===== config.mk =====
export PLATFORM = sky130hd
export DESIGN_NAME = lane_steer
export DESIGN_NICKNAME = d
export VERILOG_FILES = /design/src/shared/lane_steer_pkg.sv /design/src/design/lane_steer.sv
export SDC_FILE = /design/constraint.sdc
export NUM_CORES = 1
export LEC_CHECK = 0
export BUFFER_PORTS_ARGS = -buffer_cell sky130_fd_sc_hd__buf_2
export CAP_MARGIN = 20
export CORE_UTILIZATION = 57
export DETAILED_ROUTE_END_ITERATION = 10
export PLACE_DENSITY = 0.79
export SYNTH_ARGS = -nofsm -noshare
export SYNTH_HDL_FRONTEND = slang
export SYNTH_SLANG_ARGS = --single-unit

===== constraint.sdc =====
create_clock -name clock -period 3.8 [get_ports clock]
set_input_delay 0.57 -clock clock [delete_from_list [all_inputs] [get_ports clock]]
set_output_delay 0.57 -clock clock [all_outputs]
set_load 0.01 [all_outputs]

===== src/shared/lane_steer_pkg.sv =====
package lane_steer_pkg;

  // ----------------------------------------
  // Bus geometry
  // ----------------------------------------
  localparam int unsigned DATA_W = 64;
  localparam int unsigned OFF_W = 3;
  localparam int unsigned SIZE_W = 3;
  localparam int unsigned ELSIZE_W = 2;
  localparam logic [3:0] LANE_COUNT = 4'h8;

  // Transfer size codes; a code is the byte count modulo eight
  localparam logic [2:0] SIZE_DWORD = 3'h0;
  localparam logic [2:0] SIZE_BYTE = 3'h1;
  localparam logic [2:0] SIZE_HALF = 3'h2;
  localparam logic [2:0] SIZE_WORD = 3'h4;

  // ----------------------------------------
  // Sequencer states, Gray along the path
  // ----------------------------------------
  typedef enum logic [1:0] {
    ST_IDLE = 2'h0,
    ST_FIRST = 2'h1,
    ST_SECOND = 2'h3
  } xfer_state_e;

  // ----------------------------------------
  // Register map
  // ----------------------------------------
  localparam int unsigned REG_ADDR_W = 8;
  localparam logic [7:0] ADDR_CTRL = 8'h00;
  localparam logic [7:0] ADDR_STATUS = 8'h04;
  localparam logic [7:0] ADDR_SPLITS = 8'h08;
  localparam logic [7:0] ADDR_ACCESSES = 8'h0c;
  localparam int unsigned CTRL_ENABLE_BIT = 0;
  localparam logic CTRL_ENABLE_RESET = 1'b1;
  localparam int unsigned STAT_BUSY_BIT = 0;
  localparam int unsigned STAT_SECOND_BIT = 1;
  localparam int unsigned STAT_RDLE_BIT = 2;
  localparam int unsigned STAT_WRLE_BIT = 3;
  localparam logic [1:0] RESP_OKAY = 2'h0;
  localparam logic [1:0] RESP_SLVERR = 2'h2;

  // ----------------------------------------
  // Helpers
  // ----------------------------------------
  function automatic logic [3:0] size_bytes(input logic [2:0] code);
    size_bytes = (code == SIZE_DWORD) ? LANE_COUNT : {1'b0, code};
  endfunction : size_bytes

  function automatic logic [6:0] lane_bits(input logic [3:0] count);
    lane_bits = {count, 3'h0};
  endfunction : lane_bits

  function automatic logic [63:0] byte_rev(input logic [63:0] v);
    for (int i = 0; i < 8; i++)
    begin
      byte_rev[8*i +: 8] = v[8*(7-i) +: 8];
    end
  endfunction : byte_rev

endpackage : lane_steer_pkg


===== src/design/lane_steer.sv =====
`timescale 1ns/1ps
// What this block does
// - A read moves one to eight bytes; lanes follow offset and size code.
// - Read lanes are always big-endian: offset zero on B0, offset seven on B7.
// - Returned read bytes are reordered per read endian select at data return.
// - An access crossing a doubleword is split; second one starts next doubleword.
// - The first transfer of a split keeps the original size code.
// - Halfword at offset 7: size 010 there, then size 001 at offset 0.
// - Word read at offset 5: lanes B5-B7, then size 001 on B0.
// - Doubleword at nonzero offset splits; second size equals bytes left.
// - Unused lanes are driven but meaningless; nobody relies on them.
// - Write data goes right-justified, ordered by the write endian select.
// - Both halves of a split write show identical write data.
// - Word write uses B4-B7; at offset 7 sizes 100 then 011.
// - Each store carries a two-bit element size qualifier.
// - Big-endian halfword store at 7 is a halfword then a byte transfer.
module lane_steer #(
  parameter int unsigned ADDR_W = 32
) (
  input wire logic clock,
  input wire logic nrst,
  input wire logic req_valid,
  output logic req_ready,
  input wire logic req_write,
  input wire logic [ADDR_W-1:0] req_addr,
  input wire logic [lane_steer_pkg::SIZE_W-1:0] req_size,
  input wire logic [lane_steer_pkg::ELSIZE_W-1:0] req_elsize,
  input wire logic [lane_steer_pkg::DATA_W-1:0] req_wdata,
  output logic rsp_valid,
  output logic [lane_steer_pkg::DATA_W-1:0] rsp_rdata,
  output logic bus_valid,
  output logic bus_write,
  output logic [ADDR_W-1:0] bus_addr,
  output logic [lane_steer_pkg::SIZE_W-1:0] transfer_size_code,
  output logic [lane_steer_pkg::ELSIZE_W-1:0] bus_elsize,
  output logic [lane_steer_pkg::DATA_W-1:0] bus_wdata,
  input wire logic bus_done,
  input wire logic [lane_steer_pkg::DATA_W-1:0] bus_rdata,
  input wire logic rd_little_endian,
  input wire logic wr_little_endian,
  input wire logic s_axi_awvalid,
  output logic s_axi_awready,
  input wire logic [lane_steer_pkg::REG_ADDR_W-1:0] s_axi_awaddr,
  input wire logic s_axi_wvalid,
  output logic s_axi_wready,
  input wire logic [31:0] s_axi_wdata,
  input wire logic [3:0] s_axi_wstrb,
  output logic s_axi_bvalid,
  input wire logic s_axi_bready,
  output logic [1:0] s_axi_bresp,
  input wire logic s_axi_arvalid,
  output logic s_axi_arready,
  input wire logic [lane_steer_pkg::REG_ADDR_W-1:0] s_axi_araddr,
  output logic s_axi_rvalid,
  input wire logic s_axi_rready,
  output logic [31:0] s_axi_rdata,
  output logic [1:0] s_axi_rresp
);
  import lane_steer_pkg::*;

  // Offset field plus a doubleword index is the least address we can serve
  if (ADDR_W < 4)
  begin : g_bad_width
    $error("lane_steer: ADDR_W must be at least 4");
  end

  // ----------------------------------------
  // Transfer sequencer
  // ----------------------------------------
  xfer_state_e state_reg, state_next;
  logic req_ready_reg, req_ready_next;
  logic rsp_valid_reg, rsp_valid_next;
  logic [63:0] rsp_rdata_reg, rsp_rdata_next;
  logic bus_valid_reg, bus_valid_next;
  logic bus_write_reg, bus_write_next;
  logic [ADDR_W-1:0] bus_addr_reg, bus_addr_next;
  logic [2:0] bus_size_reg, bus_size_next;
  logic [1:0] bus_elsize_reg, bus_elsize_next;
  logic [63:0] bus_wdata_reg, bus_wdata_next;
  logic [2:0] off_reg, off_next;
  logic [3:0] n_reg, n_next;
  logic split_reg, split_next;
  logic [63:0] acc_reg, acc_next;
  logic rd_le_reg, rd_le_next;
  logic ctrl_enable_reg, ctrl_enable_next;
  logic [31:0] splits_reg, splits_next;
  logic [31:0] accesses_reg, accesses_next;
  logic take;
  logic [3:0] req_n;
  logic [3:0] rem;
  logic [63:0] gathered;
  logic [63:0] ordered;
  logic [7:0] lane_byte;
  logic cnt_clr_splits, cnt_clr_acc;

  assign take = req_valid && req_ready_reg;
  assign req_n = size_bytes(req_size);
  // Bytes left for the next doubleword; only meaningful when split
  assign rem = 4'({1'b0, off_reg} + n_reg - LANE_COUNT);
  // Diagnostic tap: the lane that carries the first byte
  assign lane_byte = bus_rdata[8*(7-off_reg) +: 8];

  // Gather memory bytes so the first one sits in the top lane
  always_comb
  begin
    if (state_reg == ST_SECOND)
    begin
      gathered = acc_reg | (bus_rdata >> (7'd64 - lane_bits({1'b0, off_reg})));
    end
    else
    begin
      gathered = bus_rdata << lane_bits({1'b0, off_reg});
    end
    if (rd_little_endian)
    begin
      ordered = byte_rev(gathered) & ~({64{1'b1}} << lane_bits(n_reg));
    end
    else
    begin
      ordered = gathered >> (7'd64 - lane_bits(n_reg));
    end
  end

  // Next state of the sequencer and the bus request it drives
  always_comb
  begin
    state_next = state_reg;
    rsp_valid_next = 1'b0;
    rsp_rdata_next = rsp_rdata_reg;
    bus_valid_next = bus_valid_reg;
    bus_write_next = bus_write_reg;
    bus_addr_next = bus_addr_reg;
    bus_size_next = bus_size_reg;
    bus_elsize_next = bus_elsize_reg;
    bus_wdata_next = bus_wdata_reg;
    off_next = off_reg;
    n_next = n_reg;
    split_next = split_reg;
    acc_next = acc_reg;
    rd_le_next = rd_le_reg;
    splits_next = cnt_clr_splits ? 32'h0 : splits_reg;
    accesses_next = cnt_clr_acc ? 32'h0 : accesses_reg;
    case (state_reg)
      ST_IDLE:
      begin
        if (take)
        begin
          state_next = ST_FIRST;
          bus_valid_next = 1'b1;
          bus_write_next = req_write;
          bus_addr_next = req_addr;
          bus_size_next = req_size;
          bus_elsize_next = req_elsize;
          // Big-endian keeps whatever the core left in unused upper lanes; little-endian zeroes them
          if (wr_little_endian)
          begin
            bus_wdata_next = byte_rev(req_wdata) >> (7'd64 - lane_bits(req_n));
          end
          else
          begin
            bus_wdata_next = req_wdata;
          end
          off_next = req_addr[OFF_W-1:0];
          n_next = req_n;
          split_next = ({1'b0, req_addr[OFF_W-1:0]} + req_n) > LANE_COUNT;
          accesses_next = accesses_next + 32'h1;
        end
      end
      ST_FIRST, ST_SECOND:
      begin
        if (bus_done)
        begin
          acc_next = gathered;
          if (state_reg == ST_FIRST && split_reg)
          begin
            // Write data is left alone so both halves match
            state_next = ST_SECOND;
            bus_addr_next = {bus_addr_reg[ADDR_W-1:OFF_W] + 1'b1, {OFF_W{1'b0}}};
            bus_size_next = rem[2:0];
            splits_next = splits_next + 32'h1;
          end
          else
          begin
            state_next = ST_IDLE;
            bus_valid_next = 1'b0;
            rsp_valid_next = 1'b1;
            if (!bus_write_reg)
            begin
              rsp_rdata_next = ordered;
              rd_le_next = rd_little_endian;
            end
          end
        end
      end
      default:
      begin
        state_next = ST_IDLE;
        bus_valid_next = 1'b0;
      end
    endcase
    req_ready_next = (state_next == ST_IDLE) && ctrl_enable_reg;
  end

  // Sequencer registers
  always_ff @(posedge clock)
  begin
    if (!nrst)
    begin
      state_reg <= ST_IDLE;
      req_ready_reg <= 1'b0;
      rsp_valid_reg <= 1'b0;
      rsp_rdata_reg <= 64'h0;
      bus_valid_reg <= 1'b0;
      bus_write_reg <= 1'b0;
      bus_addr_reg <= '0;
      bus_size_reg <= SIZE_DWORD;
      bus_elsize_reg <= 2'h0;
      bus_wdata_reg <= 64'h0;
      off_reg <= 3'h0;
      n_reg <= LANE_COUNT;
      split_reg <= 1'b0;
      acc_reg <= 64'h0;
      rd_le_reg <= 1'b0;
      splits_reg <= 32'h0;
      accesses_reg <= 32'h0;
    end
    else
    begin
      state_reg <= state_next;
      req_ready_reg <= req_ready_next;
      rsp_valid_reg <= rsp_valid_next;
      rsp_rdata_reg <= rsp_rdata_next;
      bus_valid_reg <= bus_valid_next;
      bus_write_reg <= bus_write_next;
      bus_addr_reg <= bus_addr_next;
      bus_size_reg <= bus_size_next;
      bus_elsize_reg <= bus_elsize_next;
      bus_wdata_reg <= bus_wdata_next;
      off_reg <= off_next;
      n_reg <= n_next;
      split_reg <= split_next;
      acc_reg <= acc_next;
      rd_le_reg <= rd_le_next;
      splits_reg <= splits_next;
      accesses_reg <= accesses_next;
    end
  end

  assign req_ready = req_ready_reg;
  assign rsp_valid = rsp_valid_reg;
  assign rsp_rdata = rsp_rdata_reg;
  assign bus_valid = bus_valid_reg;
  assign bus_write = bus_write_reg;
  assign bus_addr = bus_addr_reg;
  assign transfer_size_code = bus_size_reg;
  assign bus_elsize = bus_elsize_reg;
  assign bus_wdata = bus_wdata_reg;

  // ----------------------------------------
  // Register slave
  // ----------------------------------------
  logic awready_reg, awready_next;
  logic wready_reg, wready_next;
  logic aw_held_reg, aw_held_next;
  logic w_held_reg, w_held_next;
  logic [7:0] awaddr_reg, awaddr_next;
  logic [31:0] wdata_reg, wdata_next;
  logic [3:0] wstrb_reg, wstrb_next;
  logic bvalid_reg, bvalid_next;
  logic [1:0] bresp_reg, bresp_next;
  logic arready_reg, arready_next;
  logic rvalid_reg, rvalid_next;
  logic [31:0] rdata_reg, rdata_next;
  logic [1:0] rresp_reg, rresp_next;
  logic do_write;
  logic [7:0] wr_word;
  logic [7:0] rd_word;

  // Address and data may arrive in either order; the write fires once both are held
  always_comb
  begin
    aw_held_next = aw_held_reg;
    w_held_next = w_held_reg;
    awaddr_next = awaddr_reg;
    wdata_next = wdata_reg;
    wstrb_next = wstrb_reg;
    bvalid_next = bvalid_reg;
    bresp_next = bresp_reg;
    ctrl_enable_next = ctrl_enable_reg;
    cnt_clr_splits = 1'b0;
    cnt_clr_acc = 1'b0;
    wr_word = {awaddr_reg[7:2], 2'h0};
    if (s_axi_awvalid && awready_reg)
    begin
      aw_held_next = 1'b1;
      awaddr_next = s_axi_awaddr;
    end
    if (s_axi_wvalid && wready_reg)
    begin
      w_held_next = 1'b1;
      wdata_next = s_axi_wdata;
      wstrb_next = s_axi_wstrb;
    end
    if (s_axi_bvalid && s_axi_bready)
    begin
      bvalid_next = 1'b0;
    end
    do_write = aw_held_reg && w_held_reg && !bvalid_reg;
    if (do_write)
    begin
      aw_held_next = 1'b0;
      w_held_next = 1'b0;
      bvalid_next = 1'b1;
      bresp_next = RESP_OKAY;
      if (wr_word == ADDR_CTRL)
      begin
        if (wstrb_reg[0])
        begin
          ctrl_enable_next = wdata_reg[CTRL_ENABLE_BIT];
        end
      end
      else if (wr_word == ADDR_SPLITS)
      begin
        cnt_clr_splits = 1'b1;
      end
      else if (wr_word == ADDR_ACCESSES)
      begin
        cnt_clr_acc = 1'b1;
      end
      else if (wr_word != ADDR_STATUS)
      begin
        bresp_next = RESP_SLVERR;
      end
    end
    awready_next = !aw_held_next && !bvalid_next;
    wready_next = !w_held_next && !bvalid_next;
  end

  // Read channel answers the cycle after the address is taken
  always_comb
  begin
    arready_next = arready_reg;
    rvalid_next = rvalid_reg;
    rdata_next = rdata_reg;
    rresp_next = rresp_reg;
    rd_word = {s_axi_araddr[7:2], 2'h0};
    if (s_axi_rvalid && s_axi_rready)
    begin
      rvalid_next = 1'b0;
      arready_next = 1'b1;
    end
    if (s_axi_arvalid && arready_reg)
    begin
      arready_next = 1'b0;
      rvalid_next = 1'b1;
      rresp_next = RESP_OKAY;
      rdata_next = 32'h0;
      if (rd_word == ADDR_CTRL)
      begin
        rdata_next[CTRL_ENABLE_BIT] = ctrl_enable_reg;
      end
      else if (rd_word == ADDR_STATUS)
      begin
        rdata_next[STAT_BUSY_BIT] = state_reg != ST_IDLE;
        rdata_next[STAT_SECOND_BIT] = state_reg == ST_SECOND;
        rdata_next[STAT_RDLE_BIT] = rd_le_reg;
        rdata_next[STAT_WRLE_BIT] = wr_little_endian;
      end
      else if (rd_word == ADDR_SPLITS)
      begin
        rdata_next = splits_reg;
      end
      else if (rd_word == ADDR_ACCESSES)
      begin
        rdata_next = accesses_reg;
      end
      else
      begin
        rresp_next = RESP_SLVERR;
      end
    end
  end

  // Register slave flip-flops
  always_ff @(posedge clock)
  begin
    if (!nrst)
    begin
      awready_reg <= 1'b0;
      wready_reg <= 1'b0;
      aw_held_reg <= 1'b0;
      w_held_reg <= 1'b0;
      awaddr_reg <= 8'h0;
      wdata_reg <= 32'h0;
      wstrb_reg <= 4'h0;
      bvalid_reg <= 1'b0;
      bresp_reg <= RESP_OKAY;
      arready_reg <= 1'b0;
      rvalid_reg <= 1'b0;
      rdata_reg <= 32'h0;
      rresp_reg <= RESP_OKAY;
      ctrl_enable_reg <= CTRL_ENABLE_RESET;
    end
    else
    begin
      awready_reg <= awready_next;
      wready_reg <= wready_next;
      aw_held_reg <= aw_held_next;
      w_held_reg <= w_held_next;
      awaddr_reg <= awaddr_next;
      wdata_reg <= wdata_next;
      wstrb_reg <= wstrb_next;
      bvalid_reg <= bvalid_next;
      bresp_reg <= bresp_next;
      arready_reg <= (rvalid_reg || rvalid_next) ? arready_next : 1'b1;
      rvalid_reg <= rvalid_next;
      rdata_reg <= rdata_next;
      rresp_reg <= rresp_next;
      ctrl_enable_reg <= ctrl_enable_next;
    end
  end

  assign s_axi_awready = awready_reg;
  assign s_axi_wready = wready_reg;
  assign s_axi_bvalid = bvalid_reg;
  assign s_axi_bresp = bresp_reg;
  assign s_axi_arready = arready_reg;
  assign s_axi_rvalid = rvalid_reg;
  assign s_axi_rdata = rdata_reg;
  assign s_axi_rresp = rresp_reg;
endmodule : lane_steer


==> run metrics <==
status finished, final reports clean; Buf/Inv on CP 1; Die Area 41630 µm²; CP delay by family, top simple AND/OR/NAND/NOR gates; switching power 3.707 mW; Iter 0 DRT Violations 3899; max-slew violation count 0; worst slew pin tran 1099 ps; GRT overflow 0; Post-Place Worst Slack 536.6 ps; Post-Syn Area 23270 µm²; min-delay src req_elsize[1]; main combinational cell family by area after synthesis compound AO/OA/AOI/OAI gates; CP most frequent cell nor2_1; worst hold path type input port to flop; Post-Synth Adder-Cell Area 0.009249; DRC errors left 0; XOR/XNOR Fraction of Synth Area 0.02264; Core Footprint 40010 µm²; final WL 97890 µm; DIE HEIGHT 204.0 µm; Worst path slowest cell nor4_1; synth unique cells 90; CP Launch Point off_reg[2]; first-pass GRT wire length 145300 µm; min Tclk post-route 3669 ps; RSZ-0062 raised after global routing false; Sum Neg Setup Slack 0 ps; Fillers 3326; ys flop type dfxtp_1; initial antenna violation count 17; period utilization 0.9655; Clk pwr share 0.383; Vias 26260; Detailed Place HPWL 69490 µm; sequential cell area fraction in the yosys report 0.3080; Final Util 0.6843; final setup vio count 0; CTS root buf clkbuf_16; Site Rows 73; Post-synth EDFFs 0; latest clock arrival within the worst-skew pair 600 ps; PwrDens 403.4 nW/µm²; simple-gate area share of the yosys netlist 0.1987; post-route antenna net violation count 0; vias per cell 6.866; Sequential Power Share 0.366; area leader, netlist dfxtp_1; first-pass detailed-route iteration total 7; CTS max path bufs 3; Crit path required time 4250 ps; hold_buf cts 0; nets@finish 3501; Synth Area in Compound Gates 0.2612; clk slew on worst S/H paths 60 ps; Sw Ratio 0.3357; fraction of registers with async set or reset after synthesis 0; largest net degree at the start of global routing 153; Fmax 0.2726 GHz; TritonCTS clock tree yes; io pins 439; Initial Util 0.5816; Max-slew headroom 0.2605; critical path class flop to flop; Placed Instance Area 25940 µm²; overall routing resource usage 0.4523; fin area 27380 µm²; element type at the critical path end flop; RD Place Congestion 1.067; Synth top area share 0.3080; Reg2Reg Launch Point off_reg[2]; max incr delay on CP 940 ps; Mapped Cells 2946; PortBufs 398; vias in the first global route 24010; cells along the critical path buf_4, mux2i_1, nor2_1, nor4_1, o31ai_1, a32o_1, a221oi_1, nor2_1; LEAKAGE 10.98 nW; Layout Skew 21.27 ps; routed wire length per instance 25.59 µm; logic gate share of total power 0.251; CTS buffer count 40; Area contributors post-synth dfxtp_1 (31%), mux2i_1 (7.4%), a21oi_1 (5.5%); Num Clock Sinks 358; Final Hold Vio Count 0; multiplexer area fraction after synthesis 0.1451; # H-tree levels 2; fraction of layout cells with a size suffix above 1 0.2266; Crit Path Max Fanout 18; MaxCap Viol Count 0; Post-Syn Area per Cell 7.898 µm²; Synth Warn # 0; peak supply drop 0.2948 mV; die width 204.0 µm; Internal Power 7.337 mW; CP Launch Type flop; fin worst setup slack 131.2 ps; Worst EP arrival 4120 ps; postcts setup bufs 0; PostCTS Resize Cnt 0; FF+latch count, synth 358; area grow syn2layout 17.66%
[cells in the final DEF (no fill, tap or decap), types with 60 or more instances in the layout]
cell,n
nand2_1,322
nor3_1,96
buf_2,397
o21ai_0,223
mux2i_1,173
dfxtp_1,353
buf_4,112
nand3_1,60
a211oi_1,75
nor2_1,336
a21oi_1,255
[stage by stage]
step | std cells | hold slack [ps] | total power, mW
floorplan | 2947 | 431.6 | 5.669
global placement | 3738 | 428.3 | 6.691
detailed placement | 3738 | 436.8 | 6.738
CTS | 3812 | 213.6 | 10.90
global route | 3821 | 242.5 | 11.30
finish | 3825 | 224.7 | 11.04
[worst reg2reg max path, stage by stage, from the launching register on]
cell,delay (ps)
dfxtp_2,740
buf_4,290
mux2i_1,370
nor2_1,70
nor4_1,940
o31ai_1,240
a32o_1,330
a221oi_1,450
nor2_1,90
[final timing paths]
check / slack, ps / depth (start not counted) / to
worst min register to register: 450 / 2 / s_axi_rdata[11]
worst max register to register: 130 / 8 / rsp_rdata[44]
worst min-delay path: 220 / 3 / bus_elsize[1]
worst max-delay path: 130 / 8 / rsp_rdata[44]
[synthesized netlist by cell type, drive strengths merged (11+ instances only)]
library cell / instances
ha: 14
dfxtp: 358
o211ai: 23
mux2i: 173
a22oi: 25
and3: 17
a32oi: 13
o221a: 15
xor2: 34
a211oi: 75
xnor2: 24
a22o: 11
nand3: 61
mux2: 36
clkbuf: 177
nand3b: 17
nor2b: 17
nand4: 28
o221ai: 38
o22ai: 17
a21oi: 256
or3: 22
nor3: 99
nand2b: 22
or2: 16
o31ai: 31
a221oi: 48
a31oi: 33
mux4: 54
a21o: 13
nand2: 324
buf: 76
nor4: 12
o22a: 13
nor2: 338
and2: 25
o21ai: 228
inv: 48
[layer usage]
| metal | track usage | up-vias | wire (µm) |
|---|---|---|---|
| li1 | - | 11530 | - |
| met1 | 0.6123 | 12420 | 38150 |
| met2 | 0.6545 | 1937 | 41020 |
| met3 | 0.1476 | 368 | 13990 |
| met4 | 0.1943 | 14 | 4667 |
| met5 | 0 | - | 70 |
[power by group through the flow]
| stage | registers [mW] | clock network, mW | logic, mW |
|---|---|---|---|
| global placement | 4.11 | 0 | 2.58 |
| CTS | 4.03 | 4.23 | 2.64 |
| floorplan | 4.12 | 0 | 1.55 |
| global route | 4.05 | 4.37 | 2.89 |
| detailed placement | 4.11 | 0 | 2.63 |
| finish | 4.04 | 4.23 | 2.77 |
[logic make-up (layout without fill, tap and decap cells)]
| logic type | Yosys count | after routing |
|---|---|---|
| AO/OA/AOI/OAI | 929 | 929 |
| XOR/XNOR | 58 | 58 |
| adder cells (fa/ha/maj) | 16 | 16 |
| buffers and inverters | 303 | 644 |
| flip-flops | 358 | 358 |
| multiplexers | 263 | 263 |
| other | 1 | 14 |
| AND/OR/NAND/NOR | 1018 | 1018 |
[layout make-up]
| type | instances | area (µm²) | area share |
|---|---|---|---|
| Inverter | 50 | 192.7 | 0.007038 |
| Antenna cell | 12 | 30.03 | 0.001097 |
| Clock buffer | 49 | 1065 | 0.03889 |
| Clock inverter | 25 | 335.3 | 0.01225 |
| Multi-Input combinational cell | 2286 | 14890 | 0.5437 |
| Tap cell | 525 | 656.9 | 0.02399 |
| Timing Repair Buffer | 520 | 3035 | 0.1109 |
| Sequential cell | 358 | 7176 | 0.2621 |
Note: power is estimated with default switching activity, not from simulation.
